## config.mk

```make
export PLATFORM = sky130hd
export DESIGN_NAME = analyzer_ram_address_sequencer
export DESIGN_NICKNAME = d
export VERILOG_FILES = /design/src/rtl/seq_pkg.sv /design/src/rtl/byte_sequencer.sv /design/src/rtl/analyzer_ram_address_sequencer.sv
export SDC_FILE = /design/constraint.sdc
export NUM_CORES = 1
export LEC_CHECK = 0
export BUFFER_PORTS_ARGS = -buffer_cell sky130_fd_sc_hd__buf_2
export CORE_MARGIN = 2
export CORE_UTILIZATION = 50
export CTS_BUF_LIST = sky130_fd_sc_hd__clkbuf_4 sky130_fd_sc_hd__clkbuf_8
export DETAILED_ROUTE_END_ITERATION = 7
export GPL_TIMING_DRIVEN = 1
export HOLD_SLACK_MARGIN = 0.15
export PLACE_DENSITY = 0.69
export REMOVE_ABC_BUFFERS = 1
export SETUP_SLACK_MARGIN = 0.1
export SYNTH_ARGS = -nofsm -noshare
export SYNTH_HDL_FRONTEND = slang
export SYNTH_HIERARCHICAL = 1
export SYNTH_SLANG_ARGS = --single-unit
```

## constraint.sdc

```tcl
create_clock -name ref_clk -period 2.65 [get_ports ref_clk]
set_input_delay 0.265 -clock ref_clk [delete_from_list [all_inputs] [get_ports ref_clk]]
set_output_delay 0.265 -clock ref_clk [all_outputs]
set_load 0.02 [all_outputs]
```

## src/rtl/seq_pkg.sv

```systemverilog
/*
  constants, field layouts and carrier types for the analyzer ram address sequencer.
  assumes one 200 mhz clock (ref_clk) and a synchronous active-high reset.
*/
// What this block does
// - ram address is box address plus byte
// - box counter steps on divider and step pulse
// - zero-phase sync loads 152, counts to 255
// - above 4hz synchronous carry bumps cycle counter
// - below 4hz asynchronous carry bumps cycle counter
// - async box counter lockstep, loadable via d0
// - async measurement starts anywhere, carries at box 255
// - d1 selects asynchronous measurement mode
// - phi prescaler by four drives down counter
// - one five-byte sequence per step pulse
// - idle with both carries held high
// - step loads prescaler 12, carry every fourth
// - down counter steps on prescaler carry
// - ram disabled while byte address changes
// - control bit 2 selects high/low band
// - high band ignores sync, counters always enabled
// - cycle register 256-n loaded at measurement start
// - box and cycle counters count only while priming is asserted
package seq_pkg;

  // register word indices on the plain register port
  localparam logic [3:0] ADDR_CTRL = 4'h0;
  localparam logic [3:0] ADDR_CYCLE = 4'h1;
  localparam logic [3:0] ADDR_ASYNC_START = 4'h2;
  localparam logic [3:0] ADDR_SYNC_BOX = 4'h3;
  localparam logic [3:0] ADDR_ASYNC_BOX = 4'h4;
  localparam logic [3:0] ADDR_CYCLE_COUNT = 4'h5;
  localparam logic [3:0] ADDR_STATUS = 4'h6;

  localparam logic [7:0] CTRL_RESET = 8'h00;
  localparam logic [7:0] CYCLE_RESET = 8'h00;
  localparam logic [7:0] ASYNC_START_RESET = 8'h98;

  // box counter range: 104 boxes per analysis cycle
  localparam logic [7:0] BOX_BASE = 8'h98;
  localparam logic [7:0] BOX_TOP = 8'hff;
  localparam logic [7:0] CYCLE_TOP = 8'hff;

  // rate divider in half steps so that 1.5 is exact on average
  localparam logic [4:0] RATE_HALF_STEP = 5'h02;
  localparam logic [4:0] RATE_THR_15 = 5'h1e;
  localparam logic [4:0] RATE_THR_3 = 5'h06;
  localparam logic [4:0] RATE_THR_1P5 = 5'h03;
  localparam logic [1:0] RATE_SEL_15 = 2'h0;
  localparam logic [1:0] RATE_SEL_3 = 2'h1;

  // byte slot timing: prescaler 12..15, ten read/write slots
  localparam logic [3:0] PRESC_LOAD = 4'hc;
  localparam logic [3:0] PRESC_TOP = 4'hf;
  localparam logic [3:0] SLOT_LAST = 4'h9;

  // control register layout, top bit first
  typedef struct packed {
    logic [2:0] spare;
    logic [1:0] rate_sel;
    logic band_select;
    logic async_measure_select_bit;
    logic async_start_load_bit;
  } ctrl_s;

  // analyzer ram address: box above byte
  typedef struct packed {
    logic [7:0] box;
    logic [2:0] byte_sel;
  } ram_addr_s;

  typedef enum logic {SEQ_IDLE, SEQ_RUN} seq_state_e;

endpackage

```

## src/rtl/byte_sequencer.sv

```systemverilog
/*
  byte address sequencer: prescaler and down counter walking the five bytes of a box.
  assumes the step input is a one-cycle pulse already in the ref_clk domain.
*/
`timescale 1ns/1ps
module byte_sequencer (
  input wire logic ref_clk,
  input wire logic rst,
  input wire logic step,
  output logic [2:0] byte_sel,
  output logic ram_read,
  output logic ram_en,
  output logic idle
);
  import seq_pkg::*;

  seq_state_e state;
  logic [3:0] presc;
  logic [3:0] down;
  logic presc_carry;
  logic [3:0] slot;

  assign presc_carry = (presc == PRESC_TOP);
  assign slot = SLOT_LAST - down;

  // prescaler and down counter; a step restarts even a running sequence
  always_ff @(posedge ref_clk) begin
    if (rst) begin
      state <= SEQ_IDLE;
      presc <= PRESC_TOP;
      down <= 4'h0;
    end else if (step) begin
      state <= SEQ_RUN;
      presc <= PRESC_LOAD;
      down <= SLOT_LAST;
    end else begin
      case (state)
        SEQ_RUN: begin
          if (presc_carry) begin
            if (down == 4'h0) begin
              state <= SEQ_IDLE;
            end else begin
              down <= down - 4'h1;
              presc <= PRESC_LOAD;
            end
          end else begin
            presc <= presc + 4'h1;
          end
        end
        default: begin
          presc <= PRESC_TOP; // parked with carry high
        end
      endcase
    end
  end

  // registered outputs; even slots read, odd slots write back
  always_ff @(posedge ref_clk) begin
    if (rst) begin
      byte_sel <= 3'h0;
      ram_read <= 1'b1;
      ram_en <= 1'b0;
      idle <= 1'b1;
    end else begin
      byte_sel <= slot[3:1];
      ram_read <= ~slot[0];
      ram_en <= (state == SEQ_RUN) && (presc != PRESC_LOAD);
      idle <= (state == SEQ_IDLE);
    end
  end
endmodule

```

## src/rtl/analyzer_ram_address_sequencer.sv

```systemverilog
/*
  analyzer ram address sequencer: synchronous and asynchronous box counters, rate divider,
  cycle counter, control registers and the byte sequencer.
  assumes step and zero-phase pins are asynchronous; priming comes from same-clock logic.
*/
// The address map and the address-and-strobe port were left to the implementer.
`timescale 1ns/1ps
module analyzer_ram_address_sequencer (
  input wire logic ref_clk,
  input wire logic rst,
  input wire logic analysis_step_pulse,
  input wire logic zero_phase_sync,
  input wire logic priming_enable,
  input wire logic [3:0] reg_addr,
  input wire logic [7:0] reg_wdata,
  input wire logic reg_wr,
  input wire logic reg_rd,
  output logic [7:0] reg_rdata,
  output seq_pkg::ram_addr_s ram_addr,
  output logic ram_read,
  output logic ram_en,
  output logic cycle_done
);
  import seq_pkg::*;

  ctrl_s ctrl;
  logic [7:0] cycle_reg;
  logic [7:0] async_start;
  logic [7:0] sync_box;
  logic [7:0] async_box;
  logic [7:0] cycle_count;
  logic [4:0] rate_acc;
  logic [2:0] step_sync;
  logic [2:0] zero_sync;
  logic prime_d;
  logic sync_carry;
  logic async_carry;
  logic byte_idle;
  logic [2:0] byte_sel;
  logic seq_read;
  logic seq_en;

  logic step_edge;
  logic zero_edge;
  logic zero_load;
  logic async_load;
  logic prime_rise;
  logic rate_fire;
  logic advance;
  logic cycle_tick;
  logic [4:0] rate_sum;
  logic [4:0] rate_thr;

  // two flops before any logic, third flop only for edge detection
  always_ff @(posedge ref_clk) begin
    if (rst) begin
      step_sync <= 3'h0;
      zero_sync <= 3'h0;
    end else begin
      step_sync <= {step_sync[1:0], analysis_step_pulse};
      zero_sync <= {zero_sync[1:0], zero_phase_sync};
    end
  end

  assign step_edge = step_sync[1] && !step_sync[2];
  assign zero_edge = zero_sync[1] && !zero_sync[2];
  // high band: sync pulse is unrelated to the 393 hz cycle and would reset boxes at random
  assign zero_load = zero_edge && !ctrl.band_select;
  assign async_load = reg_wr && (reg_addr == ADDR_CTRL) && reg_wdata[0];
  assign prime_rise = priming_enable && !prime_d;

  // rate divider threshold in half steps (15, 3 or 1.5)
  always_comb begin
    case (ctrl.rate_sel)
      RATE_SEL_15: rate_thr = RATE_THR_15;
      RATE_SEL_3: rate_thr = RATE_THR_3;
      default: rate_thr = RATE_THR_1P5;
    endcase
  end

  assign rate_sum = rate_acc + RATE_HALF_STEP;
  assign rate_fire = (rate_sum >= rate_thr);
  // high band keeps the counters enabled on every step
  assign advance = step_edge && priming_enable
      && (ctrl.band_select || rate_fire);
  // d1 picks which carry paces the measurement cycles
  assign cycle_tick = priming_enable
      && (ctrl.async_measure_select_bit ? async_carry : sync_carry);

  // rate divider counts step pulses in half units
  always_ff @(posedge ref_clk) begin
    if (rst) begin
      rate_acc <= 5'h00;
    end else if (step_edge && !ctrl.band_select) begin
      rate_acc <= rate_fire ? (rate_sum - rate_thr) : rate_sum;
    end
  end

  // synchronous box counter, phase-aligned by the zero-phase pulse
  always_ff @(posedge ref_clk) begin
    if (rst) begin
      sync_box <= BOX_BASE;
      sync_carry <= 1'b0;
    end else begin
      sync_carry <= 1'b0;
      if (zero_load) begin
        sync_box <= BOX_BASE;
      end else if (advance) begin
        if (sync_box == BOX_TOP) begin
          sync_box <= BOX_BASE;
          sync_carry <= 1'b1;
        end else begin
          sync_box <= sync_box + 8'h01;
        end
      end
    end
  end

  // asynchronous box counter, starts anywhere; a cycle ends at the wrap from 255 to 152
  always_ff @(posedge ref_clk) begin
    if (rst) begin
      async_box <= BOX_BASE;
      async_carry <= 1'b0;
    end else begin
      async_carry <= 1'b0;
      if (async_load) begin
        async_box <= async_start;
      end else if (advance) begin
        if (async_box == BOX_TOP) begin
          async_box <= BOX_BASE;
          async_carry <= 1'b1;
        end else begin
          async_box <= async_box + 8'h01;
        end
      end
    end
  end

  // cycle counter counts up from 256-n; overflow marks n cycles done
  always_ff @(posedge ref_clk) begin
    if (rst) begin
      prime_d <= 1'b0;
      cycle_count <= CYCLE_TOP;
      cycle_done <= 1'b0;
    end else begin
      prime_d <= priming_enable;
      cycle_done <= 1'b0;
      if (prime_rise) begin
        cycle_count <= cycle_reg;
      end else if (cycle_tick) begin
        if (cycle_count == CYCLE_TOP) begin
          cycle_count <= cycle_reg;
          cycle_done <= 1'b1;
        end else begin
          cycle_count <= cycle_count + 8'h01;
        end
      end
    end
  end

  // register writes; d0 is a load action, not stored
  always_ff @(posedge ref_clk) begin
    if (rst) begin
      ctrl <= CTRL_RESET;
      cycle_reg <= CYCLE_RESET;
      async_start <= ASYNC_START_RESET;
    end else if (reg_wr) begin
      case (reg_addr)
        ADDR_CTRL: begin
          ctrl <= reg_wdata;
          ctrl.async_start_load_bit <= 1'b0;
        end
        ADDR_CYCLE: cycle_reg <= reg_wdata;
        ADDR_ASYNC_START: async_start <= reg_wdata;
        default: ;
      endcase
    end
  end

  // read data stands in the cycle after the strobe only
  always_ff @(posedge ref_clk) begin
    if (rst) begin
      reg_rdata <= 8'h00;
    end else if (reg_rd) begin
      case (reg_addr)
        ADDR_CTRL: reg_rdata <= ctrl;
        ADDR_CYCLE: reg_rdata <= cycle_reg;
        ADDR_ASYNC_START: reg_rdata <= async_start;
        ADDR_SYNC_BOX: reg_rdata <= sync_box;
        ADDR_ASYNC_BOX: reg_rdata <= async_box;
        ADDR_CYCLE_COUNT: reg_rdata <= cycle_count;
        ADDR_STATUS: reg_rdata <= {6'h00, priming_enable, byte_idle};
        default: reg_rdata <= 8'h00;
      endcase
    end else begin
      reg_rdata <= 8'h00;
    end
  end

  // one byte sequence per step pulse, whatever the rate divider says
  byte_sequencer u_bytes (
    .ref_clk(ref_clk),
    .rst(rst),
    .step(step_edge),
    .byte_sel(byte_sel),
    .ram_read(seq_read),
    .ram_en(seq_en),
    .idle(byte_idle)
  );

  // ram address: zero-phase box above byte; costs one cycle so all ram pins align
  always_ff @(posedge ref_clk) begin
    if (rst) begin
      ram_addr <= '0;
      ram_read <= 1'b1;
      ram_en <= 1'b0;
    end else begin
      ram_addr <= {sync_box, byte_sel};
      ram_read <= seq_read;
      ram_en <= seq_en;
    end
  end
endmodule

```

==> metrics.txt, run 1 <==
status=finished clean; reg2reg setup slack=0.27 ns; hold endpoint=ctrl[6]; clock buffer depth=2; final design utilization=56.8%; Critical Path Source Type=register; final period utilization=89.8%; cell row count=35; Boundary Pins=41; Total Routing Usage GR=21.6%; worst-path maximum fanout=14; Final Max Slew Viols=0; post-layout net count=586; Total Neg Setup Slack=0 ns; initial antenna violation count=0; maximum clock rate=420 MHz; mapped cell area=4630 um2; CP required=2.88 ns; CTS Root Cell=clkbuf_8; Die Ht=100 um; fraction of registers with async set/reset=0%; Cell Pwr Density=562 nW/um2; largest net degree at the start of global routing=36; DRC=0; # setup viols final=0; die area=10,000 um2; register area share after synthesis=42.4%; clk sink count=98; Clock transition at path regs=0.10 ns; yosys warns=6; ANT cells=0; max FFs per register=11; Pre-antenna DRT Iters=6; main area contributors after synthesis=dfxtp_1 42%, mux2i_1 5.8%, nor2_1 5.8%; RSZ-0062 raised after global routing=false; DR WL/cell=15.8 um; Synth top area share=42.4%; Initial Util=50.8%; Avg Inst Size Synth=8.92 um2; first-pass GRT wire length=17.3 mm; Final Hold Viols=0; TritonCTS Buffers=9; cell taking the most area after synthesis=dfxtp_1; Top reg by flops=ram_addr; critical path endpoint category=register; ys flop type=dfxtp_1; Final HPWL DP=7.77 mm; TritonCTS clock tree=yes; most frequent cells in the layout=97 x dfxtp_1, 72 x nor2_1, 40 x buf_2; most common cell after layout, fill and taps aside=dfxtp_1; Worst Skew=0.0118 ns; LEAKAGE=0.00219 uW; CTS H-tree lvls=3; Port Buffer Count=40; Hold Path Class=in2reg; Post-DRT Antenna Nets=0; Initial DRC Count=269; Core Footprint=9110 um2; Rel. slew slack=44.1%; Hold Path Depth=3; fraction of layout cells with a size suffix above 1=16.7%; grt total ovfl=0; clk_lat worst skew=0.36 ns; Worst EP arrival=2.61 ns; Max VDD drop=0.255 mV; Least-Margin Pin Slew=0.837 ns; worst r2r path cells=8; gpl congestion=0.838; R2R Path End=async_box[7]; number of global-route vias before repair=3,629; Die Wd=100 um; synth unique cells=67; area growth from synthesis to layout=11.8%; R2R Path Start=ctrl[4]; vias=3,861; critical path class=reg2reg; post-layout min period=2.38 ns; Hold Startpoint=reg_wdata[6]; total wire length=10.6 mm; via/cell ratio=5.77; max_cap viols=0; Yosys reg bits=98; EDFF count, synth=0; cells after synthesis=519
worst max-delay path by stage:
stage                     slack, ns      endpoint        start
after floorplan                0.38  async_box[0]  rate_acc[1]
after global placement         0.25  async_box[6]  rate_acc[1]
after detailed placement       0.11  async_box[0]  rate_acc[1]
after CTS                      0.15  async_box[0]  rate_acc[1]
after global routing           0.11  async_box[0]  rate_acc[1]
final                          0.27  async_box[7]      ctrl[4]
cell type report:
class | instances | area (um2)
Fill cell | 861 | 3940
Clock buffer | 9 | 124
Inverter | 14 | 52.6
Tap cell | 111 | 139
Multi-Input combinational cell | 378 | 2500
Timing Repair Buffer | 52 | 308
Sequential cell | 98 | 1960
Clock inverter | 7 | 82.6
worst max-delay path, stage by stage, from the launching register on:
cell and delay, ns:
dfxtp_1 0.38, or2_2 0.31, ha_1 0.40, a211o_1 0.31, a41oi_2 0.25, a21boi_2 0.08
buf_4 0.20, a41oi_1 0.21, o31ai_1 0.10
kinds of logic after synthesis:
group / after synthesis / synth area share [%]
flops: 98 / 42.4
mux: 37 / 8.27
xor+xnor: 7 / 1.32
fa+ha+maj: 14 / 3.78
simple gates: 204 / 23.1
compound gates: 116 / 17.1
buf+inv: 43 / 4.05
layer usage:
layer | global-route usage (%) | wire length, um
met2 | 36.0 | 5210
met1 | 28.4 | 4850
met3 | 4.32 | 380
met5 | 0 | 0
met4 | 6.53 | 135
power by group:
| part | total, uW | leakage, uW | internal (uW) | switching (uW) |
|---|---|---|---|---|
| Combinational | 340 | 0.00129 | 146 | 195 |
| Clock | 1010 | 0.000104 | 455 | 555 |
| Sequential | 1560 | 0.000798 | 1520 | 43.2 |
stage by stage:
step | cells | worst slack [ns] | instance area [um2] | hold WS (ns) | total power (uW)
after floorplan | 490 | 0.378 | 4490 | 0.332 | 1800
after global placement | 649 | 0.246 | 4910 | 0.399 | 1910
after detailed placement | 649 | 0.107 | 4910 | 0.406 | 1920
after CTS | 667 | 0.149 | 5130 | 0.156 | 2940
after global routing | 669 | 0.112 | 5170 | 0.173 | 3040
final | 669 | 0.271 | 5170 | 0.172 | 2910
Yosys cell counts (all sizes together) (4+ instances only):
cell    number
dfxtp       98
nor2        72
a21oi       31
nand2       28
mux2i       27
nor2b       25
o21ai       24
nand3       22
clkbuf      19
ha          14
inv         14
buf         10
mux2        10
a211oi       9
and3         7
nor3b        7
a222oi       6
a31oi        6
and4         6
nand2b       5
nand4        5
xnor2        5
a211o        4
a21boi       4
a21o         4
a311oi       4
nand3b       4
or2          4
what timing repair did:
action / CTS / global route
pin swaps: 0 / 1
hold endpoints to repair: 2 / 0
endpoints found under the setup margin: 2 / 6
gates cloned: 0 / 0
gates resized for setup: 1 / 4
hold buffers: 2 / 0
buffers inserted: 0 / 2
No activity file was read; power rests on OpenSTA's default activity.
==> run 2, diff against run 1 <==
--- a/config.mk
+++ b/config.mk
@@ -5,6 +5,7 @@
 export SDC_FILE = /design/constraint.sdc
 export NUM_CORES = 1
 export LEC_CHECK = 0
+export ABC_AREA = 1
 export BUFFER_PORTS_ARGS = -buffer_cell sky130_fd_sc_hd__buf_2
 export CORE_MARGIN = 2
 export CORE_UTILIZATION = 50
==> constraint.sdc (replaced) <==
create_clock -name ref_clk -period 2.7 [get_ports ref_clk]
set_input_delay 0.27 -clock ref_clk [delete_from_list [all_inputs] [get_ports ref_clk]]
set_output_delay 0.27 -clock ref_clk [all_outputs]
set_load 0.02 [all_outputs]
==> metrics.txt, run 2 <==
post-synthesis adder-cell area fraction=3.65%; area of the multi-input gates=2320 um2; post-layout net count=721; total wire length=11.3 mm; cell row count=35; Post-DRT Antenna Nets=0; Final Max Slew Viols=0; Total Neg Setup Slack=0 ns; number of global-route vias before repair=3,966; Critical path origin=rate_acc[1]; Worst Skew=0.0120 ns; CTS Root Cell=clkbuf_8; # fillers=940; gpl congestion=0.936; area growth from synthesis to layout=9.57%; R2R Path Start=rate_acc[1]; CP required=2.96 ns; Initial DRC Count=279; Final Hold Viols=0; worst-path maximum fanout=25; Place WS=0.538 ns; DRC=0; mapped cell area=4800 um2; end point of the critical path=sync_box[4]; routing usage on met3=4.24%; Flop pwr share=55.8%; Rel. slew slack=47.2%; via/cell ratio=5.18; post-cts sizing count=0; dpl cells=804; Storage cell area=1960 um2; main combinational cell family by area after synthesis=simple AND/OR/NAND/NOR gates; RSZ-0062 raised after global routing=false; synth unique cells=42; critical path endpoint category=register; GRT met2 Usage=36.0%; sw frac=28.2%; TritonCTS Buffers=9; cell taking the most area after synthesis=dfxtp_1; Port Buffer Count=40; max FFs per register=11; combinational share of power=12.5%; final design utilization=56.6%; Critical Path Source Type=register; Least-Margin Pin Slew=0.785 ns; CTS H-tree lvls=3; placed cell areas=5070 um2; DR WL/cell=13.7 um; Top reg by flops=ram_addr; Non-Filler Instances=821; first-pass GRT wire length=18.5 mm; reg2reg setup slack=0.51 ns; worst-path cell chain=ha_1 -> xnor2_1 -> inv_1 -> ha_1 -> nand2_1 -> nor2_2 -> nor2_4 -> nand3_4 -> nand2_4 -> inv_1 -> nand2_1 -> nand3_1; Total Routing Usage GR=22.5%; Worst EP arrival=2.45 ns; clock buffer depth=2; LEAKAGE=0.00256 uW; Die Ht=102 um; worst setup slack after layout=0.510 ns; slowest CP cell=dfxtp_1; Hold Path Class=in2reg; worst r2r path cells=12; R2R Path End=sync_box[4]; cell with the most instances after synthesis=nand2_1; grt total ovfl=0; critical path class=reg2reg; Yosys reg bits=98; Clock transition at path regs=0.09 ns; postcts setup bufs=0; Most Used Layer, Global Route=met2; register area share after synthesis=40.9%; P_int=1970 uW; Die Wd=102 um; ANT cells=0; Boundary Pins=41; most common cell after layout, fill and taps aside=nand2_1; Max VDD drop=0.354 mV; yosys warns=6; main area contributors after synthesis=dfxtp_1 41%, nand2_1 8.2%, inv_1 7.8%; switching power=771 uW; maximum clock rate=457 MHz; status=finished clean; die area=10,400 um2; post-layout min period=2.19 ns; ys flop type=dfxtp_1; Pre-antenna DRT Iters=5; Final HPWL DP=8.34 mm; Avg Inst Size Synth=7.40 um2; cells after synthesis=648; GR Util met1=31.1%; multiplexer area fraction after synthesis=0%; EDFF count, synth=0; hold_buf cts=2; post-synthesis compound-gate area fraction=14.8%; Synth top area share=40.9%; Synth Area in Simple Gates=26.6%; fin area=5260 um2; # setup viols final=0; largest net degree at the start of global routing=26; xor and xnor area share after synthesis=3.29%; vias=4,250; final period utilization=81.1%; fraction of layout cells with a size suffix above 1=14.2%; initial antenna violation count=0; fraction of registers with async set/reset=0%; Clk network pwr share=31.7%; clk sink count=98; clk_lat worst skew=0.37 ns; TritonCTS clock tree=yes; Initial Util=51.7%; commonest cells in the netlist=105 x nand2_1, 100 x inv_1, 98 x dfxtp_1; CP peak stage delay=0.35 ns; most frequent cells in the layout=105 x nand2_1, 100 x inv_1, 98 x dfxtp_1; Core Footprint=9280 um2; Cell Pwr Density=521 nW/um2; max_cap viols=0
## run 2: cell count changes after synthesis, moves of 10 or more
cell / before / now
inv_1: 14 / 100
nand2_1: 28 / 105
nand3_1: 22 / 57
mux2i_1: 27 / 0
a21oi_1: 31 / 56
nor2b_1: 25 / 0
o21ai_0: 24 / 43
clkbuf_1: 19 / 4
xor2_1: 2 / 15
o22ai_1: 2 / 13
mux2_2: 10 / 0
nand2_2: 0 / 10
## run 2: final cells by class
class / instances / share of cell area, %
multi-input cells: 428 / 44.2
inverters: 106 / 7.62
clock buffers: 11 / 2.64
well taps: 129 / 3.07
flip-flops and latches: 98 / 37.3
clock inverters: 4 / 0.547
repair buffers: 45 / 4.62
## run 2: metrics by stage
| stage | power [uW] | hold WS, ns |
|---|---|---|
| after floorplan | 1790 | 0.339 |
| after global placement | 1890 | 0.390 |
| after detailed placement | 1900 | 0.394 |
| after CTS | 2750 | 0.151 |
| after global routing | 2850 | 0.164 |
| final | 2740 | 0.169 |
## run 2: metal layers
metal  up-vias  wire length [um]
met5         -                 0
met3         8               530
li1       2167                 -
met1      1978              5570
met2        97              5060
met4         0               109
## run 2: worst min-delay path by stage
stage	startpoint	depth (start not counted)	slack [ns]	to
6_report	reg_wdata[3]	3	0.17	async_start[3]
5_1_grt	reg_wdata[4]	3	0.16	async_start[4]
4_1_cts	reg_wdata[3]	3	0.15	async_start[3]
3_5_place_dp	step_sync[0]	2	0.39	step_sync[1]
3_3_place_gp	u_bytes/byte_sel[0]	2	0.39	ram_addr[0]
2_1_floorplan	rst	1	0.34	ctrl[5]
## run 2: power groups by stage
stage                     Clock [uW]  Sequential (uW)  Combinational, uW
after global placement             0             1560                331
after detailed placement           0             1560                338
after floorplan                    0             1560                233
after CTS                        881             1520                342
after global routing             934             1530                389
final                            868             1530                342
## run 2: worst max-delay path: cells and delay by family (launching register included)
family	cells	cell delay [ns]
simple gates	7	0.83
fa+ha+maj	2	0.56
flops	1	0.35
buf+inv	2	0.21
xor+xnor	1	0.13
## run 2: cells by family after synthesis
group,after synthesis
AOI/OAI and AO/OA,130
xor gates and xnor gates,18
adders and majority gates,14
buffers and inverters,122
DFF,98
and+or+nand+nor,266
==> run 3, diff against run 2 <==
--- a/config.mk
+++ b/config.mk
@@ -5,7 +5,7 @@
 export SDC_FILE = /design/constraint.sdc
 export NUM_CORES = 1
 export LEC_CHECK = 0
-export ABC_AREA = 1
+export ABC_AREA = 0
 export BUFFER_PORTS_ARGS = -buffer_cell sky130_fd_sc_hd__buf_2
 export CORE_MARGIN = 2
 export CORE_UTILIZATION = 50
@@ -13,7 +13,7 @@
 export DETAILED_ROUTE_END_ITERATION = 7
 export GPL_TIMING_DRIVEN = 1
 export HOLD_SLACK_MARGIN = 0.15
-export PLACE_DENSITY = 0.69
+export PLACE_DENSITY = 0.71
 export REMOVE_ABC_BUFFERS = 1
 export SETUP_SLACK_MARGIN = 0.1
 export SYNTH_ARGS = -nofsm -noshare
==> constraint.sdc (replaced) <==
create_clock -name ref_clk -period 1.9 [get_ports ref_clk]
set_input_delay 0.19 -clock ref_clk [delete_from_list [all_inputs] [get_ports ref_clk]]
set_output_delay 0.19 -clock ref_clk [all_outputs]
set_load 0.02 [all_outputs]
==> metrics.txt, run 3 (synthesis results as in run 1) <==
CP peak stage delay=0.38 ns; CP required=2.19 ns; Die Wd=100 um; Initial DRC Count=249; Total Neg Setup Slack=-4.99 ns; CTS Root Cell=clkbuf_8; cell row count=35; placed cell areas=5110 um2; Fin Hold WS=0.182 ns; clock buffer depth=2; Max VDD drop=0.464 mV; fin area=5690 um2; Crit path top cell by count=ha_4; via/cell ratio=5.83; total wire length=11.6 mm; most frequent cells in the layout=94 x dfxtp_1, 70 x nor2_1, 40 x buf_2; Port Buffer Count=40; area growth from synthesis to layout=22.9%; DRC=0; Top reg by flops=ram_addr; most common cell after layout, fill and taps aside=dfxtp_1; DR WL/cell=16.3 um; total power=4070 uW; Critical Path Source Type=register; Final Max Slew Viols=0; max_cap viols=0; initial antenna violation count=0; critical path endpoint category=register; Boundary Pins=41; Final Hold Viols=0; critical path class=reg2reg; R2R Path Start=rate_acc[2]; vias=4,126; Critical path origin=rate_acc[2]; die area=10,000 um2; Cell Pwr Density=715 nW/um2; Worst EP arrival=2.51 ns; number of global-route vias before repair=3,799; reg2reg setup slack=-0.32 ns; post-layout net count=625; Total Routing Usage GR=22.9%; gpl congestion=0.867; Pre-antenna DRT Iters=5; clk sink count=98; # setup viols final=23; status=complete, but fails checks; ANT cells=0; Hold Path Class=in2reg; RSZ-0062 raised after global routing=true; fraction of layout cells with a size suffix above 1=25.8%; Post-DRT Antenna Nets=0; worst setup slack after layout=-0.316 ns; dpl cells=675; R2R Path End=async_box[0]; clk_lat worst skew=0.37 ns; largest net degree at the start of global routing=34; Die Ht=100 um; maximum clock rate=451 MHz; max FFs per register=11; Clock transition at path regs=0.11 ns; slowest CP cell=dfxtp_4; first-pass GRT wire length=18.4 mm; worst-path cell chain=ha_4 -> ha_4 -> and2b_1 -> a41oi_4 -> a21bo_2 -> or3_1 -> a311oi_1; CTS H-tree lvls=3; worst r2r path cells=7; final period utilization=117%; grt total ovfl=0; TritonCTS clock tree=yes; LEAKAGE=0.00241 uW; Worst Skew=0.0143 ns; TritonCTS Buffers=9; Non-Filler Instances=708; Initial Util=50.8%; Rel. slew slack=38.2%; Core Footprint=9110 um2; violated checks=setup timing; end point of the critical path=async_box[0]; worst-path maximum fanout=6; Final HPWL DP=8.08 mm; Least-Margin Pin Slew=0.925 ns; post-layout min period=2.22 ns
## run 3: worst max-delay path: cells and delay by family, from the launching register on
family | cells | cell delay, ns
and+or+nand+nor | 2 | 0.53
AOI/OAI and AO/OA | 3 | 0.70
adders and majority gates | 2 | 0.51
DFF | 1 | 0.38
## run 3: metrics by stage
stage          util (%)  setup slack, ns
6_report           62.5           -0.316
5_1_grt            62.5           -0.378
4_1_cts            60.3           -0.264
3_5_place_dp       56.1           -0.381
3_3_place_gp       56.1           -0.325
2_1_floorplan         -           -0.372
## run 3: metal layers
metal	up-vias	track usage (%)	wire (um)
met5	-	0	0
met4	0	6.85	235
met3	23	4.25	490
met2	110	37.4	5670
met1	1977	30.9	5170
li1	2016	-	-
## run 3: where the power goes
| group | total [uW] | switching (uW) | internal (uW) |
|---|---|---|---|
| clock | 1310 | 791 | 522 |
| combinational | 582 | 310 | 272 |
| sequential | 2180 | 62.9 | 2110 |
| total | 4070 | 1160 | 2910 |
## run 3: worst min-delay path by stage
| stage | cells after the start | from | end | slack (ns) |
|---|---|---|---|---|
| floorplan | 1 | rst | ram_addr[6] | 0.26 |
| global placement | 2 | zero_phase_sync | zero_sync[0] | 0.40 |
| detailed placement | 2 | analysis_step_pulse | step_sync[0] | 0.41 |
| CTS | 2 | priming_enable | prime_d | 0.15 |
| global route | 4 | reg_wdata[3] | async_start[3] | 0.19 |
| finish | 4 | reg_wdata[3] | async_start[3] | 0.18 |
## run 3: what timing repair did
item	CTS	global route
resized for setup	25	24
pin swaps	15	17
cloned	0	1
hold buffers	6	1
buffers inserted	3	6
endpoints found under the hold margin	14	1
endpoints found under the setup margin	23	25
## run 3: area by class of cell
class	count	area [um2]
Clock buffer	10	131
Clock inverter	6	56.3
Fill cell	783	3420
Inverter	14	52.6
Multi-Input combinational cell	378	2690
Sequential cell	98	1970
Tap cell	111	139
Timing Repair Buffer	91	648
